[config.mk]
export PLATFORM = sky130hd
export DESIGN_NAME = trc_readout_column
export DESIGN_NICKNAME = d
export VERILOG_FILES = /design/src/trc_pkg.sv /design/src/trc_fifo_mem.sv /design/src/trc_readout_column.sv
export VERILOG_INCLUDE_DIRS = /design/src
export SDC_FILE = /design/constraint.sdc
export NUM_CORES = 2
export LEC_CHECK = 0
export BUFFER_PORTS_ARGS = -buffer_cell sky130_fd_sc_hd__buf_2
export CAP_MARGIN = 40
export CORE_ASPECT_RATIO = 0.75
export CORE_MARGIN = 2
export CORE_UTILIZATION = 40
export DETAILED_ROUTE_END_ITERATION = 8
export SKIP_CTS_REPAIR_TIMING = 1
export SLEW_MARGIN = 30
export SYNTH_ARGS = -nofsm -noshare
export SYNTH_HDL_FRONTEND = slang
export SYNTH_SLANG_ARGS = --single-unit
[constraint.sdc]
create_clock -name mclk -period 3.75 [get_ports mclk]
set_input_delay 0.75 -clock mclk [delete_from_list [all_inputs] [get_ports mclk]]
set_output_delay 0.75 -clock mclk [all_outputs]
set_load 0.01 [all_outputs]
[src/trc_regs.svh]
// Constants for the readout column: tag widths, reset values, word marks.
// Included by its bare name by the column top and by its testbench.
`ifndef TRC_REGS_SVH
`define TRC_REGS_SVH

// Tag counter widths and reset values
`define TRC_CLK_W 48
`define TRC_EVT_W 16
`define TRC_CLK_RST 48'h0
`define TRC_EVT_RST 16'h0

// Link word marks, in bits 31:28 of every word
`define TRC_HDR_MARK 4'ha
`define TRC_TIME_MARK 4'hb
`define TRC_STAT_MARK 4'hc
`define TRC_DATA_MARK 4'h5

// Status word flag positions
`define TRC_FLAG_OVF 0
`define TRC_FLAG_WARN 1

`endif

[src/trc_pkg.sv]
// Types shared by the readout column.
// Assumes nothing of its surroundings.
`default_nettype none
package trc_pkg;

	typedef enum logic [2:0] {
		MRG_IDLE,
		MRG_HDR0,
		MRG_HDR1,
		MRG_HDR2,
		MRG_FETCH,
		MRG_SEND
	} trc_merge_e;

endpackage

`default_nettype wire

[src/trc_fifo_mem.sv]
// Derandomizer storage for one channel: one write port, one read port.
// Assumes the owner keeps the pointers; read data come out of a register.
`timescale 1ns/1ps
`default_nettype none

module trc_fifo_mem #(
	parameter int W = 14,
	parameter int AW = 5
) (
	input wire logic mclk,
	input wire logic reset_n,
	input wire logic wrEn,
	input wire logic [AW-1:0] wrAddr,
	input wire logic [W-1:0] wrData,
	input wire logic [AW-1:0] rdAddr,
	output logic [W-1:0] rdData
);

	logic [W-1:0] mem [0:(1<<AW)-1];

	always_ff @(posedge mclk) begin
		if (wrEn) begin
			mem[wrAddr] <= wrData;
		end
	end

	always_ff @(posedge mclk or negedge reset_n) begin
		if (!reset_n) begin
			rdData <= '0;
		end else begin
			rdData <= mem[rdAddr];
		end
	end

endmodule

`default_nettype wire

[src/trc_readout_column.sv]
// Readout column for one crystal: latency pipeline, frame capture, tagging,
// derandomizers, merge, formatting and link output, core event detection.
// Assumes samples, accept and config come from logic on mclk; the link
// partner takes a word when linkValid and linkReady are both high.
// Notes on behaviour
// RULE1 - Every channel's samples pass a delay whose length is a parameter, set per location to decision plus propagation time.
// RULE2 - The accept latency is constant and equals the delay length, so an accept meets its own stored samples.
// RULE3 - The delay is a plain shift pipeline that moves on every clock.
// RULE4 - An accept captures a frame of FRAME consecutive samples per channel, never a single sample.
// RULE5 - Each captured frame is tagged with the current clock count and event number.
// RULE6 - Accepted frames go into a first-in first-out derandomizer that decouples accept rate from readout.
// RULE7 - A merge engine reads one event's data from all channel derandomizers and makes one front-end event.
// RULE8 - Every front-end event carries the clock count, event number and a front-end identifier.
// RULE9 - Every front-end event carries the worst fill level and an almost-full warning.
// RULE10 - Formatted events leave over a valid/ready word link to the event collector driver.
// RULE11 - Core-contact samples feed the trigger primitive builder for event detection.
// RULE12 - A configuration input chooses between a trigger request to the central processor and a local trigger.
// RULE13 - The central timing network handles throttling, fast commands, calibration triggers and dead-time monitoring.
// RULE14 - The clock count is 48 bits and counts elapsed clock cycles.
// RULE15 - The event number is 16 bits and counts accepts received.
// RULE16 - The central timing network supplies the common clock that runs all of this logic.
// RULE17 - An accept that finds the derandomizer full is dropped and sets a sticky overflow flag.
`timescale 1ns/1ps
`default_nettype none
`include "trc_regs.svh"

module trc_readout_column #(
	parameter int NCH = 4,
	parameter int DW = 14,
	parameter int LAT = 8,
	parameter int FRAME = 8,
	parameter int TAGAW = 2
) (
	input wire logic mclk,
	input wire logic reset_n,
	input wire logic [NCH*DW-1:0] sampleData,
	input wire logic levelOneAccept,
	input wire logic localTriggerMode,
	input wire logic [DW-1:0] coreThreshold,
	input wire logic [11:0] frontEndId,
	input wire logic clearErrors,
	input wire logic linkReady,
	output logic [31:0] linkData,
	output logic linkValid,
	output logic linkLast,
	output logic triggerRequest,
	output logic localTrigger,
	output logic overflowError,
	output logic fillWarning
);

	localparam int SW = $clog2(FRAME);
	localparam int AW = TAGAW + SW;
	localparam int CW = (NCH > 1) ? $clog2(NCH) : 1;
	localparam int TW = `TRC_CLK_W + `TRC_EVT_W;

	logic [NCH*DW-1:0] pipe_r [0:LAT-1];
	logic [NCH*DW-1:0] tap;
	logic [`TRC_CLK_W-1:0] clockCount_r;
	logic [`TRC_EVT_W-1:0] eventNum_r;
	logic coreAbove_r;
	logic coreHit;
	logic accept;
	logic acceptTaken;
	logic capturing_r;
	logic [SW-1:0] capIdx_r;
	logic [TAGAW:0] wrFp_r;
	logic [TAGAW:0] rdFp_r;
	logic [TAGAW:0] used;
	logic full;
	logic [TW-1:0] tagMem_r [0:(1<<TAGAW)-1];
	logic [TW-1:0] curTag_r;
	trc_pkg::trc_merge_e state_r;
	logic [SW-1:0] sIdx_r;
	logic [CW-1:0] chIdx_r;
	logic [NCH*DW-1:0] rdData;
	logic [AW-1:0] rdAddr;
	logic outFree;
	logic emit;
	logic [31:0] emitData;
	logic emitLast;
	logic framePop;
	logic [DW-1:0] chSample;

	// Latency pipeline
	assign tap = pipe_r[LAT-1];
	always_ff @(posedge mclk or negedge reset_n) begin
		if (!reset_n) begin
			for (int i = 0; i < LAT; i++) begin
				pipe_r[i] <= '0;
			end
		end else begin
			pipe_r[0] <= sampleData; // RULE1 RULE3
			for (int i = 1; i < LAT; i++) begin
				pipe_r[i] <= pipe_r[i-1]; // RULE3
			end
		end
	end

	// Global time tags
	always_ff @(posedge mclk or negedge reset_n) begin
		if (!reset_n) begin
			clockCount_r <= `TRC_CLK_RST;
		end else begin
			clockCount_r <= clockCount_r + 48'h1; // RULE14
		end
	end

	always_ff @(posedge mclk or negedge reset_n) begin
		if (!reset_n) begin
			eventNum_r <= `TRC_EVT_RST;
		end else if (accept) begin
			eventNum_r <= eventNum_r + 16'h1; // RULE15
		end
	end

	// Core event detection: rising crossing of the threshold on channel 0
	assign coreHit = (sampleData[DW-1:0] > coreThreshold) && !coreAbove_r;
	always_ff @(posedge mclk or negedge reset_n) begin
		if (!reset_n) begin
			coreAbove_r <= 1'b0;
			triggerRequest <= 1'b0;
			localTrigger <= 1'b0;
		end else begin
			coreAbove_r <= sampleData[DW-1:0] > coreThreshold; // RULE11
			triggerRequest <= coreHit && !localTriggerMode; // RULE12
			localTrigger <= coreHit && localTriggerMode; // RULE12
		end
	end

	// Frame capture; accepts during a capture or when full are dropped
	assign accept = levelOneAccept || localTrigger;
	assign used = wrFp_r - rdFp_r;
	assign full = used == (TAGAW+1)'(1 << TAGAW);
	assign acceptTaken = accept && !capturing_r && !full; // RULE17 RULE2

	always_ff @(posedge mclk or negedge reset_n) begin
		if (!reset_n) begin
			capturing_r <= 1'b0;
			capIdx_r <= '0;
			wrFp_r <= '0;
		end else if (acceptTaken) begin
			capturing_r <= 1'b1; // RULE4
			capIdx_r <= '0;
		end else if (capturing_r) begin
			capIdx_r <= capIdx_r + SW'(1);
			if (capIdx_r == SW'(FRAME-1)) begin
				capturing_r <= 1'b0;
				wrFp_r <= wrFp_r + (TAGAW+1)'(1); // RULE6
			end
		end
	end

	always_ff @(posedge mclk) begin
		if (acceptTaken) begin
			tagMem_r[wrFp_r[TAGAW-1:0]] <= {clockCount_r, eventNum_r}; // RULE5
		end
	end

	always_ff @(posedge mclk or negedge reset_n) begin
		if (!reset_n) begin
			overflowError <= 1'b0;
		end else if (accept && !acceptTaken) begin
			overflowError <= 1'b1; // RULE17
		end else if (clearErrors) begin
			overflowError <= 1'b0;
		end
	end

	always_ff @(posedge mclk or negedge reset_n) begin
		if (!reset_n) begin
			fillWarning <= 1'b0;
		end else begin
			fillWarning <= used >= (TAGAW+1)'((1 << TAGAW) - 1); // RULE9
		end
	end

	// One derandomizer per channel, sharing frame pointers
	assign rdAddr = {rdFp_r[TAGAW-1:0], sIdx_r};
	for (genvar c = 0; c < NCH; c++) begin : g_derand
		trc_fifo_mem #(
			.W(DW),
			.AW(AW)
		) u_mem (
			.mclk(mclk),
			.reset_n(reset_n),
			.wrEn(capturing_r),
			.wrAddr({wrFp_r[TAGAW-1:0], capIdx_r}),
			.wrData(tap[c*DW +: DW]),
			.rdAddr(rdAddr),
			.rdData(rdData[c*DW +: DW])
		); // RULE6
	end

	// Merge engine and formatting
	assign outFree = !linkValid || linkReady;
	assign chSample = rdData[chIdx_r*DW +: DW];
	assign framePop = (state_r == trc_pkg::MRG_SEND) && outFree &&
		(chIdx_r == CW'(NCH-1)) && (sIdx_r == SW'(FRAME-1));

	always_comb begin
		emit = 1'b0;
		emitData = 32'h0;
		emitLast = 1'b0;
		case (state_r)
			trc_pkg::MRG_HDR0: begin
				emit = 1'b1;
				emitData = {`TRC_HDR_MARK, frontEndId,
					curTag_r[`TRC_EVT_W-1:0]}; // RULE8
			end
			trc_pkg::MRG_HDR1: begin
				emit = 1'b1;
				emitData = {`TRC_TIME_MARK, curTag_r[TW-1:TW-28]}; // RULE8
			end
			trc_pkg::MRG_HDR2: begin
				emit = 1'b1;
				// Clock low bits, fill level, warning and overflow in 32 bits
				emitData = {`TRC_STAT_MARK, curTag_r[TW-29:`TRC_EVT_W],
					6'(used), fillWarning, overflowError}; // RULE9
			end
			trc_pkg::MRG_SEND: begin
				emit = 1'b1;
				emitData = {`TRC_DATA_MARK, 4'h0, 8'(chIdx_r),
					16'(chSample)}; // RULE7
				emitLast = (chIdx_r == CW'(NCH-1)) && (sIdx_r == SW'(FRAME-1));
			end
			default: begin
				emit = 1'b0;
			end
		endcase
	end

	always_ff @(posedge mclk or negedge reset_n) begin
		if (!reset_n) begin
			state_r <= trc_pkg::MRG_IDLE;
			sIdx_r <= '0;
			chIdx_r <= '0;
			rdFp_r <= '0;
			curTag_r <= '0;
		end else begin
			case (state_r)
				trc_pkg::MRG_IDLE: begin
					if (wrFp_r != rdFp_r) begin
						curTag_r <= tagMem_r[rdFp_r[TAGAW-1:0]]; // RULE7
						state_r <= trc_pkg::MRG_HDR0;
					end
				end
				trc_pkg::MRG_HDR0: begin
					if (outFree) state_r <= trc_pkg::MRG_HDR1;
				end
				trc_pkg::MRG_HDR1: begin
					if (outFree) state_r <= trc_pkg::MRG_HDR2;
				end
				trc_pkg::MRG_HDR2: begin
					if (outFree) begin
						sIdx_r <= '0;
						state_r <= trc_pkg::MRG_FETCH;
					end
				end
				trc_pkg::MRG_FETCH: begin
					chIdx_r <= '0;
					state_r <= trc_pkg::MRG_SEND;
				end
				trc_pkg::MRG_SEND: begin
					if (outFree) begin
						if (chIdx_r != CW'(NCH-1)) begin
							chIdx_r <= chIdx_r + CW'(1);
						end else if (sIdx_r != SW'(FRAME-1)) begin
							sIdx_r <= sIdx_r + SW'(1);
							state_r <= trc_pkg::MRG_FETCH;
						end else begin
							rdFp_r <= rdFp_r + (TAGAW+1)'(1); // RULE6
							state_r <= trc_pkg::MRG_IDLE;
						end
					end
				end
				default: begin
					state_r <= trc_pkg::MRG_IDLE;
				end
			endcase
		end
	end

	// Link output register, held while the driver stalls
	always_ff @(posedge mclk or negedge reset_n) begin
		if (!reset_n) begin
			linkData <= 32'h0;
			linkValid <= 1'b0;
			linkLast <= 1'b0;
		end else if (outFree) begin
			linkValid <= emit; // RULE10
			if (emit) begin
				linkData <= emitData;
				linkLast <= emitLast;
			end
		end
	end

	// Helper: cycles since reset, saturating
	logic [15:0] warm_r;
	always_ff @(posedge mclk or negedge reset_n) begin
		if (!reset_n) begin
			warm_r <= 16'h0;
		end else if (warm_r != 16'hffff) begin
			warm_r <= warm_r + 16'h1;
		end
	end

	property p_clock_count;
		@(posedge mclk) disable iff (!reset_n)
		1'b1 |=> clockCount_r == $past(clockCount_r) + 48'h1;
	endproperty
	a_clock_count: assert property (p_clock_count) else $error("clock count did not advance by one"); // RULE14

	property p_event_count;
		@(posedge mclk) disable iff (!reset_n)
		accept |=> eventNum_r == $past(eventNum_r) + 16'h1;
	endproperty
	a_event_count: assert property (p_event_count) else $error("event number missed an accept"); // RULE15

	property p_latency;
		@(posedge mclk) disable iff (!reset_n)
		(warm_r > 16'(LAT)) |-> tap == $past(sampleData, LAT);
	endproperty
	a_latency: assert property (p_latency) else $error("pipeline tap not delayed by the latency"); // RULE2

	property p_overflow;
		@(posedge mclk) disable iff (!reset_n)
		(levelOneAccept && full) |=> overflowError && $stable(wrFp_r);
	endproperty
	a_overflow: assert property (p_overflow) else $error("full accept not flagged or not dropped"); // RULE17

	property p_frame;
		@(posedge mclk) disable iff (!reset_n)
		acceptTaken |=> capturing_r && capIdx_r == '0;
	endproperty
	a_frame: assert property (p_frame) else $error("accepted frame capture did not start"); // RULE4

	property p_frame_end;
		@(posedge mclk) disable iff (!reset_n)
		(capturing_r && capIdx_r == SW'(FRAME-1)) |=>
			!capturing_r && wrFp_r == $past(wrFp_r) + (TAGAW+1)'(1);
	endproperty
	a_frame_end: assert property (p_frame_end) else $error("frame did not commit after its last sample"); // RULE6

	property p_tag;
		@(posedge mclk) disable iff (!reset_n)
		acceptTaken |=> tagMem_r[$past(wrFp_r[TAGAW-1:0])] ==
			{$past(clockCount_r), $past(eventNum_r)};
	endproperty
	a_tag: assert property (p_tag) else $error("frame tag does not match the time tags"); // RULE5

	property p_core_mode;
		@(posedge mclk) disable iff (!reset_n)
		coreHit |=> (triggerRequest != localTrigger) &&
			(localTrigger == $past(localTriggerMode));
	endproperty
	a_core_mode: assert property (p_core_mode) else $error("core hit routed to the wrong trigger"); // RULE12

	property p_link_hold;
		@(posedge mclk) disable iff (!reset_n)
		(linkValid && !linkReady) |=> linkValid && $stable(linkData) && $stable(linkLast);
	endproperty
	a_link_hold: assert property (p_link_hold) else $error("link word changed while stalled"); // RULE10

	property p_header;
		@(posedge mclk) disable iff (!reset_n)
		(state_r == trc_pkg::MRG_HDR0 && outFree) |=>
			linkValid && linkData[31:28] == `TRC_HDR_MARK &&
			linkData[15:0] == $past(curTag_r[15:0]);
	endproperty
	a_header: assert property (p_header) else $error("event header missing its event number"); // RULE8

endmodule

`default_nettype wire

==> results.sh <==
export IMPL_outcome="completed"
export IMPL_yosysTopAreaCell="edfxtp_1"
export IMPL_gr_usage_all_layers=0.189
export IMPL_p_seq_frac=0.481
export IMPL_crit_start="rdFp_r[0]"
export IMPL_slew_headroom=0.400
export IMPL_min_from="sampleData[19]"
export IMPL_p_leak_nw=37.7
export IMPL_area_growth_pct=16.0
export IMPL_yosys_warnings=0
export IMPL_design_area_sq_um=113000
export IMPL_powerDensity_nw_per_um2=701
export IMPL_tightest_slew_ns=0.900
export IMPL_post_route_period_util=0.818
export IMPL_routed_wl_mm=235
export IMPL_fmax_ghz=0.326
export IMPL_swShare=0.278
export IMPL_rr_endpoint="tagMem_r[3][62]"
export IMPL_ant_nets=0
export IMPL_syn_avg_cell_area_sq_um=22.4
export IMPL_comb_power_share=0.205
export IMPL_via_count=46300
export IMPL_routed_via_density=5.60
export IMPL_grt_pass1_vias=46100
export IMPL_coreArea_sq_um=242000
export IMPL_placed_area_sq_um=104000
export IMPL_vdd_drop_max_mv=0.429
export IMPL_htree_levels=4
export IMPL_grt_overflow=0
export IMPL_syn_area_sq_um=97500
export IMPL_worstPathMaxFanout=26
export IMPL_crit_type="reg2reg"
export IMPL_num_fill_cells=19900
export IMPL_critPathLaunchType="flip-flop"
export IMPL_grt_pass1_wl_mm=338
export IMPL_drcViolationCount=0
export IMPL_initialDrtViolationCount=5400
export IMPL_cts_tree="done"
export IMPL_ioPinCount=126
export IMPL_rsz0062_at_grt="false"
export IMPL_mostFrequentLayoutCells="edfxtp_1, dfrtp_1, mux4_2"
export IMPL_p_int_w=0.0573
export IMPL_clkTransAtPathRegs_ns=0.07
export IMPL_worstPathRequired_ns=4.33
export IMPL_final_common_cell="edfxtp_1"
export IMPL_post_dp_hpwl_mm=131
export IMPL_drv_slew=0
export IMPL_synth_distinct_cells=55
export IMPL_synth_edf_count=2048
export IMPL_setup_viol=0
export IMPL_clkLatencyLatePin_ns=0.89
export IMPL_syn_num_nets=4478
export IMPL_ys_flop_type="edfxtp_1"
export IMPL_io_buffers=125
export IMPL_cts_buffers=246
export IMPL_syn_inst=4358
export IMPL_r2r_slack_ns=0.68
export IMPL_synth_top_area_frac=0.631
export IMPL_worstSetupEndpoint="tagMem_r[3][62]"
export IMPL_routedWlPerCell_microns=28.4
export IMPL_finish_net_count=4948
export IMPL_final_layout_size_suffix_gt1_frac=0.279
export IMPL_switching_power_w=0.0220
export IMPL_clockPowerShare=0.314
export IMPL_die_w_microns=574
export IMPL_antenna_found_initial=7
export IMPL_drv_cap=0
export IMPL_grt_max_degree=110
export IMPL_fp_row_count=156
export IMPL_gp_congestion=0.788
export IMPL_finalHoldViolCount=0
export IMPL_reg2reg_from="rdFp_r[0]"
export IMPL_postSynth_asyncResetShare=0.252
export IMPL_ys_seq_area_frac=0.808
export IMPL_r2r_cells=7
export IMPL_die_area_sq_um=248000
export IMPL_initial_core_util=0.403
export IMPL_root_buffer="clkbuf_16"
export IMPL_yosys_register_bits=2737
export IMPL_setup_tns_final_ns=0
export IMPL_end_kind="flip-flop"
export IMPL_period_minus_slack_ns=3.07
export IMPL_critPathArrivalTime_ns=3.64
export IMPL_drt_first_pass_iters=5
export IMPL_clock_skew_ns=0.0674
export IMPL_fp_dieH_microns=432
export IMPL_hp_class="in2reg"
export IMPL_clock_path_buffers=4
export IMPL_cts_sinks=2737
export IMPL_synth_area_top_cells="edfxtp_1, dfrtp_1, mux4_2"
-- sequential cells by signal, indices dropped and copies added (netlist names), 16 cells and up --
register / count
pipe_r: 392
clockCount_r: 48
linkData: 32
curTag_r: 64
eventNum_r: 16
tagMem_r: 256
g_derand.u_mem.rdData: 56
g_derand.u_mem.mem: 1792
tap: 56
-- power groups by stage --
stage / registers (W) / clock network [W] / logic (W)
2_1_floorplan: 0.0378 / 0 / 0.0102
3_3_place_gp: 0.0387 / 0 / 0.0160
3_5_place_dp: 0.0388 / 0 / 0.0162
4_1_cts: 0.0382 / 0.0255 / 0.0163
5_1_grt: 0.0384 / 0.0267 / 0.0172
6_report: 0.0381 / 0.0249 / 0.0163
-- final cells by class --
type,instances,area [sq um],area share
Clock inverter,100,941,0.00832
Timing Repair Buffer,421,4220,0.0373
Clock buffer,355,7010,0.0620
Inverter,32,120,0.00106
Tap cell,3239,4050,0.0358
Sequential cell,2737,78800,0.696
Multi-Input combinational cell,1390,18000,0.159
Antenna cell,1,2.50,0.0000221
-- metrics by stage --
stage          cells  hold slack [ns]  setup slack [ns]   util  power [W]
2_1_floorplan   4358            0.331            0.0506      -     0.0480
3_3_place_gp    7720            0.332             0.472  0.430     0.0547
3_5_place_dp    7748            0.335             0.711  0.432     0.0550
4_1_cts         8203           -0.227             0.714  0.465     0.0799
5_1_grt         8274           0.0101             0.497  0.468     0.0823
6_report        8275           0.0453             0.682  0.468     0.0793
-- worst min-delay path by stage --
stage,end,depth (start not counted)
after floorplan,pipe_r[100],0
after global placement,pipe_r[111],0
after detailed placement,pipe_r[101],0
after CTS,linkData[19],1
after global routing,pipe_r[410],1
final,pipe_r[411],1
-- Yosys cell counts, types with 8 or more instances --
master and n:
buf_2 86, and3_1 11, mux4_2 526, ha_1 31, a21oi_1 33, mux2i_1 17, a22oi_1 10, or3_1 8
nor3_1 13, nand4_1 18, edfxtp_1 2048, dfrtp_1 689, nor4_1 57, mux2_2 78, o21ai_0 46, buf_4 25
nor2_1 85, xnor2_1 46, nand3_1 28, inv_1 31, nand2_1 76, clkbuf_1 71, and2_1 9, o22ai_1 225
xor2_1 21, buf_1 16
-- cells by family after synthesis --
kind of cell,share of synthesized area
and+or+nand+nor,0.0176
adders and majority gates,0.00418
DFF,0.808
muxes,0.132
buffers and inverters,0.0110
AOI/OAI and AO/OA,0.0211
xor gates and xnor gates,0.00619
-- per-layer routing --
layer	share of wire	global-route usage	routed length, microns
met1	0.45	0.293	105000
met2	0.45	0.277	105000
met4	0.021	0.0431	4850
met5	0	0	0
met3	0.084	0.0352	19600
-- worst max-delay path: stages (launching register included) --
cell and delay (ns):
dfrtp_4 0.58, ha_1 0.24, fa_1 0.38, xnor2_1 0.20, a311oi_1 0.50, buf_2 0.24, and2_4 0.34, buf_12 0.25
No activity file was read; power rests on OpenSTA's default activity.
